<file path="src/rtl/tse_cfg.svh">
/*
 * constants of the trigger source select block: register map, field
 * positions, reset values and timing counts.
 * assumes a single 25 mhz clock and a 32-bit apb register bus.
 */
`ifndef TSE_CFG_SVH
`define TSE_CFG_SVH
// ==========================================
// register map (byte addresses)
`define TSE_A_CTRL   8'h00
`define TSE_A_DELAY  8'h04
`define TSE_A_STATUS 8'h08
// ==========================================
// control register fields
`define TSE_F_EN     2:0
`define TSE_F_SRC0   6:4
`define TSE_F_SRC1   10:8
`define TSE_F_SRC2   14:12
`define TSE_F_EDGE   17:16
`define TSE_F_INV3   18
`define TSE_F_INV1   19
`define TSE_F_POS    20
`define TSE_F_CCW    21
`define TSE_CTRL_W   22
`define TSE_CTRL_RST 22'h000000
`define TSE_DLY_W    16
`define TSE_DLY_RST  16'h0000
// ==========================================
// timing: one microsecond in clock cycles, rounded up
`define TSE_CLK_NS   40
`define TSE_US_NS    1000
`define TSE_US_CYC   ((`TSE_US_NS + `TSE_CLK_NS - 1) / `TSE_CLK_NS)
// ==========================================
// encoder position mode sizes
`define TSE_REV_MAX  7'h7f
`define TSE_DROP_MAX 8'hff
`endif

</file>
<file path="src/rtl/tse_pkg.sv">
/*
 * types of the trigger source select block.
 * assumes nothing beyond the constants header.
 */
package tse_pkg;
  // trigger source codes
  typedef enum logic [2:0] {
    SRC_PIN_ONE,
    SRC_PIN_THREE,
    SRC_SHAFT,
    SRC_TIMER,
    SRC_TALLY,
    SRC_STAMP,
    SRC_CMD_ONE,
    SRC_CMD_TWO
  } tse_src_t;
  // edge qualification codes
  typedef enum logic [1:0] {
    EDGE_RISE,
    EDGE_FALL,
    EDGE_ANY,
    EDGE_RSVD
  } tse_edge_t;
endpackage

</file>
<file path="src/rtl/tse_top.sv">
/*
 * trigger source select: picks a source per trigger type, qualifies
 * line edges, decodes a quadrature encoder and delays the trigger.
 * assumes internal events are one-cycle pulses on clock; pins are async.
 */
// Chosen here: the register addresses and the APB register port.
// What this block does
// RL1: input pin three selectable as trigger source
// RL2: shaft decoder selectable only for row trigger
// RL3: timer expiry only for image triggers
// RL4: tally expiry only for image triggers
// RL5: clock stamp wrap selectable as source
// RL6: broadcast commands trigger image triggers only
// RL7: edge choice applies only to pin sources
// RL8: rising edge after inversion accepts trigger
// RL9: falling edge accepts trigger
// RL10: any edge accepts trigger
// RL11: wait programmed microseconds before trigger pulse
// RL12: position mode keeps 7-bit reverse counter
// RL13: reverse counter saturates, never wraps
// RL14: after saturation drop next 256 forward steps
// RL15: motion mode pulses on every step
// RL16: clockwise means phase b leads a
// RL17: counter-clockwise means phase a leads b
// RL18: input pin one feeds encoder phase a
// RL19: disabled trigger type ignores its source
// RL20: row trigger fires one pulse per line
// RL21: encoder phases synchronised before decoding
`include "tse_cfg.svh"
`timescale 1ns/1ns
`default_nettype none
module tse_top (
  input  wire logic        clock,
  input  wire logic        nrst,
  input  wire logic        psel,
  input  wire logic        penable,
  input  wire logic        pwrite,
  input  wire logic [7:0]  paddr,
  input  wire logic [31:0] pwdata,
  output logic             pready,
  output logic      [31:0] prdata,
  output logic             pslverr,
  input  wire logic        input_pin_one,
  input  wire logic        input_pin_two,
  input  wire logic        input_pin_three,
  input  wire logic        interval_timer_expiry,
  input  wire logic        event_tally_expiry,
  input  wire logic        clock_stamp_wrap_event,
  input  wire logic        broadcast_command_one,
  input  wire logic        broadcast_command_two,
  output logic      [2:0]  delayed_trigger_pulse
);
  // ==========================================
  // registers
  logic [`TSE_CTRL_W-1:0] ctrl_q;   // enables, sources, options
  logic [`TSE_DLY_W-1:0]  delay_q;  // post_trigger_wait in us
  logic [2:0]  trigger_enable_switch;
  logic [2:0]  src [3];             // per type source code
  logic [1:0]  trigger_edge_choice;
  logic        shaft_decoder_pulse_policy; // 1 position, 0 motion
  logic        shaft_forward_sense;        // 1 counter-clockwise
  assign trigger_enable_switch      = ctrl_q[`TSE_F_EN];
  assign src[0]                     = ctrl_q[`TSE_F_SRC0];
  assign src[1]                     = ctrl_q[`TSE_F_SRC1];
  assign src[2]                     = ctrl_q[`TSE_F_SRC2];
  assign trigger_edge_choice        = ctrl_q[`TSE_F_EDGE];
  assign shaft_decoder_pulse_policy = ctrl_q[`TSE_F_POS];
  assign shaft_forward_sense        = ctrl_q[`TSE_F_CCW];

  // ==========================================
  // pin synchronisers
  logic [2:0] pin_m_q;  // first stage, read only by second
  logic [2:0] pin_s_q;  // safe samples: one, two, three
  // two flops per pin so metastability cannot reach the decoder
  always_ff @(posedge clock or negedge nrst) begin
    if (!nrst) begin
      pin_m_q <= 3'h0;
      pin_s_q <= 3'h0;
    end else begin
      pin_m_q <= {input_pin_three, input_pin_two, input_pin_one}; // RL21
      pin_s_q <= pin_m_q; // RL21
    end
  end

  // ==========================================
  // line edge qualification
  logic [1:0] line_c;   // after inversion: [0] pin one, [1] pin three
  logic [1:0] line_p_q; // previous conditioned level
  logic [1:0] line_rise;
  logic [1:0] line_fall;
  logic [1:0] line_hit; // qualified edge per line
  assign line_c    = {pin_s_q[2] ^ ctrl_q[`TSE_F_INV3], pin_s_q[0] ^ ctrl_q[`TSE_F_INV1]};
  assign line_rise = line_c & ~line_p_q; // RL8
  assign line_fall = ~line_c & line_p_q; // RL9
  // reserved edge code accepts nothing
  assign line_hit  = (trigger_edge_choice == tse_pkg::EDGE_RISE) ? line_rise :
                     (trigger_edge_choice == tse_pkg::EDGE_FALL) ? line_fall :
                     (trigger_edge_choice == tse_pkg::EDGE_ANY)  ? (line_rise | line_fall) : 2'h0; // RL10
  // remember the last level for edge finding
  always_ff @(posedge clock or negedge nrst) begin
    if (!nrst) line_p_q <= 2'h0;
    else       line_p_q <= line_c;
  end

  // ==========================================
  // quadrature decoder
  logic enc_a, enc_b;     // phases
  logic enc_pa_q, enc_pb_q;
  logic a_chg, b_chg, a_lead, b_lead, fwd_step, rev_step, any_step;
  assign enc_a    = pin_s_q[0]; // RL18
  assign enc_b    = pin_s_q[1];
  assign a_chg    = enc_a ^ enc_pa_q;
  assign b_chg    = enc_b ^ enc_pb_q;
  // a double change is a lost step and counts for nothing
  assign a_lead   = (a_chg & ~b_chg & (enc_a ^ enc_b)) | (b_chg & ~a_chg & ~(enc_a ^ enc_b));
  assign b_lead   = (b_chg & ~a_chg & (enc_a ^ enc_b)) | (a_chg & ~b_chg & ~(enc_a ^ enc_b));
  assign fwd_step = shaft_forward_sense ? a_lead : b_lead; // RL16 RL17
  assign rev_step = shaft_forward_sense ? b_lead : a_lead;
  assign any_step = a_lead | b_lead;

  logic [6:0] rev_q;   // reverse travel
  logic       sat_q;   // saturated excursion seen
  logic [7:0] drop_q;  // forward steps dropped so far
  logic       shaft_q; // shaft_decoder_source pulse
  // position bookkeeping and encoder output pulse
  always_ff @(posedge clock or negedge nrst) begin
    if (!nrst) begin
      enc_pa_q <= 1'b0;
      enc_pb_q <= 1'b0;
      rev_q    <= 7'h00;
      sat_q    <= 1'b0;
      drop_q   <= 8'h00;
      shaft_q  <= 1'b0;
    end else begin
      enc_pa_q <= enc_a;
      enc_pb_q <= enc_b;
      shaft_q  <= 1'b0;
      if (!shaft_decoder_pulse_policy) begin
        shaft_q <= any_step; // RL15
        rev_q   <= 7'h00;
        sat_q   <= 1'b0;
        drop_q  <= 8'h00;
      end else if (rev_step) begin
        // hold at the top rather than wrap
        if (rev_q == `TSE_REV_MAX) sat_q <= 1'b1; // RL13
        else                       rev_q <= rev_q + 7'h01; // RL12
      end else if (fwd_step) begin
        if (sat_q) begin
          // drop a fixed block, then start afresh
          if (drop_q == `TSE_DROP_MAX) begin
            sat_q  <= 1'b0;
            rev_q  <= 7'h00;
            drop_q <= 8'h00;
          end else begin
            drop_q <= drop_q + 8'h01; // RL14
          end
        end else if (rev_q != 7'h00) begin
          rev_q <= rev_q - 7'h01;
        end else begin
          shaft_q <= 1'b1;
        end
      end
    end
  end

  // ==========================================
  // source selection per trigger type
  logic [4:0] int_ev;  // timer, tally, stamp, command one, command two
  assign int_ev = {broadcast_command_two, broadcast_command_one, clock_stamp_wrap_event,
                   event_tally_expiry, interval_timer_expiry};
  // which source fires for one trigger type this cycle
  // every input is an argument: a continuous assignment only wakes on its operands
  function automatic logic src_fire(input logic [2:0] s,
                                    input logic       img,
                                    input logic [1:0] hit,
                                    input logic       shaft,
                                    input logic [4:0] evs);
    case (s)
      tse_pkg::SRC_PIN_ONE:   src_fire = hit[0];         // RL7
      tse_pkg::SRC_PIN_THREE: src_fire = hit[1];         // RL1
      tse_pkg::SRC_SHAFT:     src_fire = !img && shaft;  // RL2
      tse_pkg::SRC_TIMER:     src_fire = img && evs[0];  // RL3
      tse_pkg::SRC_TALLY:     src_fire = img && evs[1];  // RL4
      tse_pkg::SRC_STAMP:     src_fire = evs[2];         // RL5
      tse_pkg::SRC_CMD_ONE:   src_fire = img && evs[3];  // RL6
      tse_pkg::SRC_CMD_TWO:   src_fire = img && evs[4];  // RL6
      default:                src_fire = 1'b0;
    endcase
  endfunction

  // ==========================================
  // per type acceptance and microsecond delay
  logic [2:0] acc;      // accepted this cycle
  logic [2:0] busy_q;   // delay running
  logic [2:0] trig_q;   // delayed_trigger_pulse
  genvar k;
  generate
    for (k = 0; k < 3; k++) begin : g_type
      logic [4:0]            sub_q; // cycles within a microsecond
      logic [`TSE_DLY_W-1:0] us_q;  // microseconds left
      // triggers during a running delay are ignored
      assign acc[k] = trigger_enable_switch[k] && !busy_q[k] &&
                      src_fire(src[k], k != 0, line_hit, shaft_q, int_ev); // RL19
      // count whole microseconds from the accepting edge
      always_ff @(posedge clock or negedge nrst) begin
        if (!nrst) begin
          busy_q[k] <= 1'b0;
          trig_q[k] <= 1'b0;
          sub_q     <= 5'h00;
          us_q      <= 16'h0000;
        end else begin
          trig_q[k] <= 1'b0;
          if (acc[k]) begin
            if (delay_q == 16'h0000) begin
              trig_q[k] <= 1'b1; // RL11
            end else begin
              busy_q[k] <= 1'b1;
              us_q      <= delay_q;
              sub_q     <= 5'h00;
            end
          end else if (busy_q[k]) begin
            if (sub_q == 5'(`TSE_US_CYC - 1)) begin
              sub_q <= 5'h00;
              us_q  <= us_q - 16'h0001;
              if (us_q == 16'h0001) begin
                busy_q[k] <= 1'b0;
                trig_q[k] <= 1'b1; // RL11 RL20
              end
            end else begin
              sub_q <= sub_q + 5'h01;
            end
          end
        end
      end
    end
  endgenerate
  assign delayed_trigger_pulse = trig_q;

  // ==========================================
  // apb slave, one wait state
  logic        acc_ph;
  logic        wr_done;  // write completes: ready seen high with the request
  logic        hit_ctrl, hit_dly, hit_stat;
  logic [31:0] rd_mux;
  assign acc_ph   = psel && penable && !pready;
  assign wr_done  = psel && penable && pready && pwrite;
  assign hit_ctrl = (paddr == `TSE_A_CTRL);
  assign hit_dly  = (paddr == `TSE_A_DELAY);
  assign hit_stat = (paddr == `TSE_A_STATUS);
  // status shows encoder and delay state; reserved bits read zero
  assign rd_mux   = hit_ctrl ? {10'h000, ctrl_q} :
                    hit_dly  ? {16'h0000, delay_q} :
                    hit_stat ? {13'h0000, sat_q, drop_q, rev_q, busy_q} : 32'h0000_0000;
  // answer at the second access edge; a write lands only at the completing edge,
  // so an aborted access can never change a register
  always_ff @(posedge clock or negedge nrst) begin
    if (!nrst) begin
      pready  <= 1'b0;
      prdata  <= 32'h0000_0000;
      pslverr <= 1'b0;
      ctrl_q  <= `TSE_CTRL_RST;
      delay_q <= `TSE_DLY_RST;
    end else begin
      pready  <= acc_ph;
      pslverr <= acc_ph && !(hit_ctrl || hit_dly || hit_stat);
      if (acc_ph && !pwrite) prdata <= rd_mux;
      if (wr_done && hit_ctrl) ctrl_q <= pwdata[`TSE_CTRL_W-1:0];
      if (wr_done && hit_dly)  delay_q <= pwdata[`TSE_DLY_W-1:0];
    end
  end

  // ==========================================
  // checks
  // cycles since the last image accept; holds at the top
  logic [6:0] img_age_q;
  always_ff @(posedge clock or negedge nrst) begin
    if (!nrst)                                          img_age_q <= 7'h00;
    else if (acc[1])                                    img_age_q <= 7'h01;
    else if (img_age_q != 7'h00 && img_age_q != 7'h7f) img_age_q <= img_age_q + 7'h01;
  end
  a_off_ignored: assert property (@(posedge clock) disable iff (!nrst) // RL19
    !trigger_enable_switch[0] |-> !acc[0]) else $error("disabled row trigger accepted");
  a_shaft_row_only: assert property (@(posedge clock) disable iff (!nrst) // RL2
    acc[1] |-> src[1] != tse_pkg::SRC_SHAFT) else $error("shaft source fired image trigger");
  a_timer_not_row: assert property (@(posedge clock) disable iff (!nrst) // RL3
    acc[0] |-> src[0] != tse_pkg::SRC_TIMER) else $error("timer fired row trigger");
  a_rise_qual: assert property (@(posedge clock) disable iff (!nrst) // RL8
    (acc[1] && src[1] == tse_pkg::SRC_PIN_THREE && trigger_edge_choice == tse_pkg::EDGE_RISE)
    |-> line_c[1] && !$past(line_c[1])) else $error("rise accept without rising line");
  a_fall_qual: assert property (@(posedge clock) disable iff (!nrst) // RL9
    (acc[1] && src[1] == tse_pkg::SRC_PIN_THREE && trigger_edge_choice == tse_pkg::EDGE_FALL)
    |-> !line_c[1] && $past(line_c[1])) else $error("fall accept without falling line");
  a_stamp_no_edge: assert property (@(posedge clock) disable iff (!nrst) // RL7
    (trigger_enable_switch[0] && !busy_q[0] && src[0] == tse_pkg::SRC_STAMP && clock_stamp_wrap_event)
    |-> acc[0]) else $error("stamp event lost");
  a_zero_delay: assert property (@(posedge clock) disable iff (!nrst) // RL11
    (acc[2] && delay_q == 16'h0000) |=> trig_q[2] ##1 !trig_q[2]) else $error("zero delay pulse wrong");
  a_two_us_delay: assert property (@(posedge clock) disable iff (!nrst) // RL11
    (acc[1] && delay_q == 16'h0002) |-> ##51 trig_q[1]) else $error("two us delay pulse missing");
  a_no_early_pulse: assert property (@(posedge clock) disable iff (!nrst) // RL11
    (trig_q[1] && delay_q == 16'h0002 && img_age_q != 7'h00) |-> img_age_q == 7'h33)
    else $error("two us delay pulse early");
  a_rev_sat: assert property (@(posedge clock) disable iff (!nrst) // RL13
    (shaft_decoder_pulse_policy && rev_step && rev_q == `TSE_REV_MAX) |=> rev_q == `TSE_REV_MAX && sat_q)
    else $error("reverse counter wrapped");
  a_motion_out: assert property (@(posedge clock) disable iff (!nrst) // RL15
    (!shaft_decoder_pulse_policy && any_step) |=> shaft_q) else $error("motion step gave no pulse");
endmodule
`default_nettype wire

</file>
<file path="config.mk">
export PLATFORM = sky130hd
export DESIGN_NAME = tse_top
export DESIGN_NICKNAME = d
export VERILOG_FILES = /design/src/rtl/tse_pkg.sv /design/src/rtl/tse_top.sv
export VERILOG_INCLUDE_DIRS = /design/src /design/src/rtl
export SDC_FILE = /design/constraint.sdc
export NUM_CORES = 1
export LEC_CHECK = 0
export BUFFER_PORTS_ARGS = -buffer_cell sky130_fd_sc_hd__buf_2
export CORE_ASPECT_RATIO = 0.8
export CORE_UTILIZATION = 50
export DETAILED_ROUTE_END_ITERATION = 6
export PLACE_DENSITY = 0.8
export SLEW_MARGIN = 20
export SYNTH_ARGS = -nofsm -noshare
export SYNTH_HDL_FRONTEND = slang
export SYNTH_SLANG_ARGS = --single-unit
</file>
<file path="constraint.sdc">
create_clock -name clock -period 3.7 [get_ports clock]
set_clock_uncertainty 0.15 [all_clocks]
set_input_delay 0.185 -clock clock [delete_from_list [all_inputs] [get_ports clock]]
set_output_delay 0.185 -clock clock [all_outputs]
set_load 0.02 [all_outputs]
</file>
==> flow_metrics.py, run 1 <==
metrics = {
    "placement": {
        "dpl_worst_slack_ns": 0.525,
        "place_hpwl_um": 14700,
        "port_buffers": 69,
        "place_inst": 1201,
        "gp_congestion": 0.870,
    },
    "hold_path": {
        "hold_class": "input port to flip-flop",
    },
    "global_routing": {
        "track_usage_pct": 26.7,
        "grt_pass1_wl_um": 36100,
        "antenna_found_initial": 0,
        "overflow": 0,
        "grt_pass1_vias": 7020,
        "grt_max_degree": 86,
    },
    "critical_path": {
        "slowest_stage": "a31oi_4",
        "crit_path_end_kind": "flip-flop",
        "crit_required_ns": 3.87,
        "worst_ep_arrival_time_ns": 3.42,
        "path_class": "flip-flop to flip-flop",
        "reg2reg_slack_ns": 0.45,
        "cp_max_fo": 30,
        "path_delay_family": "compound AO/OA/AOI/OAI gates",
        "crit_chain": "xor2_1, ha_1, nand2b_1, a21oi_1, o2111ai_1, a31oi_4, buf_4, nor2_1, o21ai_0, o21ai_0",
        "cp_slowest_stage_delay_ns": 0.47,
        "cp.buffers_inverters": 1,
        "cp_common_cell": "o21ai_0",
        "startpoint_type": "flip-flop",
    },
    "synthesis": {
        "syn_avg_cell_area_um2": 8.98,
        "synth_top_area_share_pct": 46.5,
        "seq_area_frac_synth_pct": 46.5,
        "syn_area_um2": 8500,
        "async_flop_share_pct": 100,
        "ys.flop_type": "dfrtp_1",
        "yosysTopAreaCell": "dfrtp_1",
        "yosysWarnings": 0,
        "synth_cells": 947,
        "synth_area_leaders": "dfrtp_1, a21oi_1, o21ai_0, mux2_2, nand2_1",
        "synthDistinctLibCells": 68,
        "synth_seq_cells": 158,
        "synth_edf_count": 0,
    },
    "drt": {
        "ant_nets": 0,
        "routed_via_density": 5.98,
        "drcViolationCount": 0,
        "first_pass_iters": 5,
        "wl_per_cell_um": 17.6,
        "num_vias": 7547,
        "drt_wl_total_um": 22300,
        "drt_iter0_drc": 579,
    },
    "layout": {
        "drive_gt1_share_pct": 15.8,
        "fin_nets": 1103,
        "final_cell_mix": "dfrtp_1, a21oi_1, nand2_1, o21ai_0, nor2_1",
        "area_growth_pct": 17.0,
        "fin_cells": 1263,
        "multiInputGateArea_um2": 4220,
        "antenna_cells": 0,
        "regArea_um2": 3950,
        "fillers": 1423,
        "final_common_cell": "dfrtp_1",
    },
    "floorplan": {
        "die_w_um": 148,
        "dieArea_um2": 17500,
        "dieHeight_um": 119,
        "initial_core_util_pct": 51.2,
        "ios": 90,
        "fp-row-count": 42,
        "core_um2": 16600,
    },
    "timing": {
        "max_freq_mhz": 307,
        "tns_ns": 0,
        "slew_headroom_pct": 34.9,
        "tightest_slew_ns": 0.977,
        "fin_crit_ns": 3.25,
        "post-route-period-util_pct": 87.9,
        "hold_viol": 0,
        "setup_viol": 0,
        "rsz0062_at_grt": "false",
        "drv_slew": 0,
        "setup_ws_ns": 0.447,
    },
    "clocking": {
        "cts_max_level": 4,
        "post_cts.repair.setup_buffers": 0,
        "cts_buffers": 17,
        "cts.sinks": 158,
        "cts.path.max_buffers": 2,
        "clkTransAtPathRegs_ns": 0.08,
        "cts_resized": 0,
        "hold_buffers": 30,
        "cts_tree": "yes",
        "clk_latency_ns": 0.45,
        "cts_root_buf": "clkbuf_16",
    },
    "power_and_ir_drop": {
        "vdd_ir_drop_max_mv": 0.294,
        "p_per_area_nw_per_um2": 401,
        "p_seq_share_pct": 46.7,
        "switchingPower_uw": 1140,
        "internal_power_uw": 2850,
        "combPwrFrac_pct": 9.3,
        "clockPowerShare_pct": 44.0,
        "sw_frac_of_total_pct": 28.6,
        "p_leak_uw": 0.00443,
    },
    "outcome": {
        "status": "complete, no violations",
    },
    "run": {
        "maxCapViolCount": 0,
    },
}
==> worst paths after layout <==
kind,from,endpoint,depth (start not counted)
worst max register to register,pin_s_q[0],g_type[2].us_q[8],10
worst max-delay path,pin_s_q[0],g_type[2].us_q[8],10
max in group asynchronous,nrst,pin_s_q[2],3
worst min-delay path,pwrite,prdata[7],5
worst min register to register,pin_m_q[2],pin_s_q[2],0
min in group asynchronous,nrst,g_type[0].us_q[3],2
==> through the flow <==
step / instance area [um^2] / hold WS [ns] / utilization [%] / power, uW
3_3_place_gp: 9060 / 0.144 / 54.6 / 2230
4_1_cts: 9950 / 0.126 / 59.9 / 4020
3_5_place_dp: 9060 / 0.144 / 54.6 / 2240
5_1_grt: 9950 / 0.153 / 59.9 / 4140
2_1_floorplan: 8540 / -0.261 / - / 2090
6_report: 9950 / 0.135 / 59.9 / 4000
==> flip-flops by register name (all words and copies together) (netlist names) <==
register,count
rev_q,7
pslverr,1
busy_q,3
delay_q,16
ctrl_q,22
g_type.us_q,48
sat_q,1
delayed_trigger_pulse,3
line_p_q,2
prdata,22
drop_q,8
g_type.sub_q,15
pin_s_q,3
pin_m_q,3
enc_pb_q,1
pready,1
enc_pa_q,1
shaft_q,1
==> routing by layer <==
layer	wire length [um]	part of all wire, %	GRT usage [%]
met1	9780	44	36.6
met5	0	0	0
met4	467	2.1	9.79
met2	10300	46	40.7
met3	1730	7.7	6.83
==> synth_stat cells (all sizes together) (5+ instances only) <==
library cell,instances
dfrtp,158
a21oi,100
o21ai,98
nand2,89
nor2,85
inv,38
nand3,37
clkbuf,34
mux2,33
nor3,33
buf,24
ha,20
a221oi,18
nor4,15
o31ai,15
nand4,13
xor2,13
nand2b,11
or3,11
o22ai,8
and3,7
xnor2,7
a21boi,6
nor3b,6
nor2b,5
==> tightest hold or removal path: stages <==
cell     delay (ns)
buf_2          0.10
nor3_2         0.04
buf_4          0.21
nor2_1         0.11
a21oi_1        0.04
==> power by group through the flow <==
stage | Combinational [uW] | Sequential, uW | Clock [uW]
global placement | 339 | 1890 | 0
floorplan | 165 | 1920 | 0
finish | 372 | 1860 | 1760
detailed placement | 349 | 1890 | 0
global route | 416 | 1870 | 1850
CTS | 374 | 1860 | 1780
==> area by class of cell <==
type                       count  area share (%)
tap                          220            2.77
sequential                   158            39.7
timing repair buffer         113            7.73
multi-input combinational    702            42.4
inverter                      38            1.43
clock buffer                  17            4.27
clock inverter                15            1.66
==> kinds of logic after synthesis <==
logic type                 Yosys count  synth area share [%]
muxes                               36                  4.72
xor gates and xnor gates            20                  2.06
adders and majority gates           20                  2.94
DFF                                158                  46.5
other                                1                0.0441
AOI/OAI and AO/OA                  282                  19.5
and+or+nand+nor                    334                  19.4
buffers and inverters               96                  4.86
Power figures use the tool's default switching activity.
==> inputs of run 2 (changes only) <==
--- a/config.mk
+++ b/config.mk
@@ -8,9 +8,9 @@
 export LEC_CHECK = 0
 export BUFFER_PORTS_ARGS = -buffer_cell sky130_fd_sc_hd__buf_2
 export CORE_ASPECT_RATIO = 0.8
-export CORE_UTILIZATION = 50
+export CORE_UTILIZATION = 45
 export DETAILED_ROUTE_END_ITERATION = 6
-export PLACE_DENSITY = 0.8
+export PLACE_DENSITY = 0.74
 export SLEW_MARGIN = 20
 export SYNTH_ARGS = -nofsm -noshare
 export SYNTH_HDL_FRONTEND = slang
==> run 2 against run 1 <==
  * Sequential power barely moved
  * Register-to-register slack improved by 0.18 ns
  * Clock power about the same
  * Worst hold slack got worse by 0.027 ns
  * Fmax grew 5.8%
  * Via count is 1.6% lower
  * Final cell count rose by 2.8%
  * Wire length shrank 1.9%
  * Final area grew 0.62%
  * Die area is 11% higher
  * Worst setup slack improved by 0.18 ns
  * Combinational power barely moved
==> flow_metrics.py, run 2 (synthesized netlist as in run 1, its figures left out) <==
metrics = {
    "critical_path": {
        "endpoint": "g_type[0].us_q[7]",
        "cp_common_cell": "a21oi_1",
        "crit_required_ns": 3.89,
        "path_class": "flip-flop to flip-flop",
        "critPathLaunch": "pin_s_q[0]",
        "crit_chain": "xor2_1, ha_1, nand2b_1, a21oi_1, o311a_1, o21ai_2, o22ai_2, buf_4, a21oi_1, a21oi_1",
        "worst_r2r_endpoint": "g_type[0].us_q[7]",
        "slowest_stage": "o22ai_2",
        "r2r_start": "pin_s_q[0]",
        "cp_max_fo": 20,
        "cp_slowest_stage_delay_ns": 0.50,
        "r2r_cells": 10,
        "reg2reg_slack_ns": 0.63,
        "startpoint_type": "flip-flop",
        "crit_path_end_kind": "flip-flop",
        "worst_ep_arrival_time_ns": 3.27,
    },
    "layout": {
        "final_cell_mix": "dfrtp_1, a21oi_1, nand2_1, o21ai_0, nor2_1",
        "drive_gt1_share_pct": 16.0,
        "multiInputGateArea_um2": 4220,
        "fillers": 1613,
        "largest_reg_flops": 48,
        "antenna_cells": 0,
        "fin_nets": 1105,
        "area_growth_pct": 17.7,
        "final_common_cell": "dfrtp_1",
        "regArea_um2": 3950,
        "reg.largest.list": "g_type.us_q (48), ctrl_q (22), prdata (22)",
        "largest-register": "g_type.us_q",
    },
    "placement": {
        "port_buffers": 69,
        "gp_congestion": 0.871,
        "place_hpwl_um": 14600,
    },
    "drt": {
        "wl_per_cell_um": 16.8,
        "m1WireLength_um": 10400,
        "top_layer": "met4",
        "routed_via_density": 5.72,
        "num_vias": 7425,
        "drt_iter0_drc": 637,
        "drcViolationCount": 0,
        "first_pass_iters": 5,
        "wl_met3_um": 1440,
        "met2WireLength_um": 9540,
        "ant_nets": 0,
        "drt_wl_total_um": 21800,
    },
    "global_routing": {
        "antenna_found_initial": 0,
        "grt_pass1_wl_um": 35700,
        "grt_pass1_vias": 6781,
        "grt_max_degree": 105,
        "overflow": 0,
        "track_usage_pct": 23.4,
    },
    "floorplan": {
        "initial_core_util_pct": 46.4,
        "fp-row-count": 44,
        "dieArea_um2": 19500,
        "ios": 90,
        "core_um2": 18300,
        "die_w_um": 156,
        "dieHeight_um": 125,
    },
    "timing": {
        "tightest_slew_ns": 0.938,
        "hold_viol": 0,
        "slew_headroom_pct": 37.5,
        "fin_crit_ns": 3.07,
        "post-route-period-util_pct": 83.1,
        "drv_slew": 0,
        "max_freq_mhz": 325,
        "rsz0062_at_grt": "false",
        "fin_hold_ws_ns": 0.108,
        "tns_ns": 0,
        "setup_viol": 0,
    },
    "clocking": {
        "cts.path.max_buffers": 2,
        "cts_tree": "yes",
        "cts_max_level": 4,
        "cts_root_buf": "clkbuf_16",
        "post_cts.repair.setup_buffers": 0,
        "cts_buffers": 17,
        "clkTransAtPathRegs_ns": 0.07,
        "clk_latency_ns": 0.43,
        "cts.sinks": 158,
    },
    "run": {
        "maxCapViolCount": 0,
    },
    "outcome": {
        "status": "complete, no violations",
    },
    "power_and_ir_drop": {
        "p_per_area_nw_per_um2": 397,
        "vdd_ir_drop_max_mv": 0.204,
        "p_leak_uw": 0.00444,
    },
    "hold_path": {
        "hold_class": "input port to async pin",
    },
}
[run 2: worst min path at each step]
stage / start / end / depth (start not counted)
after floorplan: nrst / busy_q[0] / 0
after global placement: input_pin_three / pin_m_q[2] / 1
after detailed placement: input_pin_two / pin_m_q[1] / 1
after CTS: pwrite / prdata[17] / 5
after global routing: nrst / g_type[0].us_q[9] / 2
final: nrst / g_type[0].us_q[9] / 2
[run 2: cell type report]
class / count / share of cell area (%)
well taps: 253 / 3.16
clock inverters: 15 / 1.50
inverters: 38 / 1.42
multi-input cells: 702 / 42.1
clock buffers: 17 / 4.25
flip-flops and latches: 158 / 39.5
repair buffers: 115 / 8.03
[run 2: power breakdown]
| group | internal [uW] | total (uW) | switching (uW) |
|---|---|---|---|
| clock | 949 | 1740 | 787 |
| combinational | 149 | 374 | 225 |
| sequential | 1800 | 1870 | 70.1 |
[run 2: metal layers]
metal,GRT usage [%],up-vias
met5,0,-
met4,7.27,0
met3,4.61,35
met2,34.2,266
met1,35.0,3556
li1,-,3568
[run 2: per-stage QoR]
| step | total power [uW] | std cells | cell area, um^2 | setup WS (ns) | utilization (%) |
|---|---|---|---|---|---|
| final | 3980 | 1298 | 10000 | 0.625 | 54.6 |
| after global routing | 4130 | 1298 | 10000 | 0.343 | 54.6 |
| after CTS | 3990 | 1297 | 9990 | 0.607 | 54.5 |
| after detailed placement | 2240 | 1235 | 9110 | 0.631 | 49.7 |
| after global placement | 2230 | 1235 | 9110 | 0.687 | 49.7 |
| after floorplan | 2090 | 956 | 8540 | 1.07 | - |
[run 2: critical path, delay by kind of cell (launching register included)]
| kind | cells | cell delay, ns |
|---|---|---|
| AO/OA/AOI/OAI | 6 | 1.32 |
| XOR/XNOR | 1 | 0.31 |
| adder cells (fa/ha/maj) | 1 | 0.28 |
| buffers and inverters | 1 | 0.35 |
| flip-flops | 1 | 0.44 |
| AND/OR/NAND/NOR | 1 | 0.14 |
[run 2: what timing repair did]
item,4_1_cts,5_1_grt
hold buffers,30,0
endpoints found under the hold margin,145,0
gates resized for setup,0,0
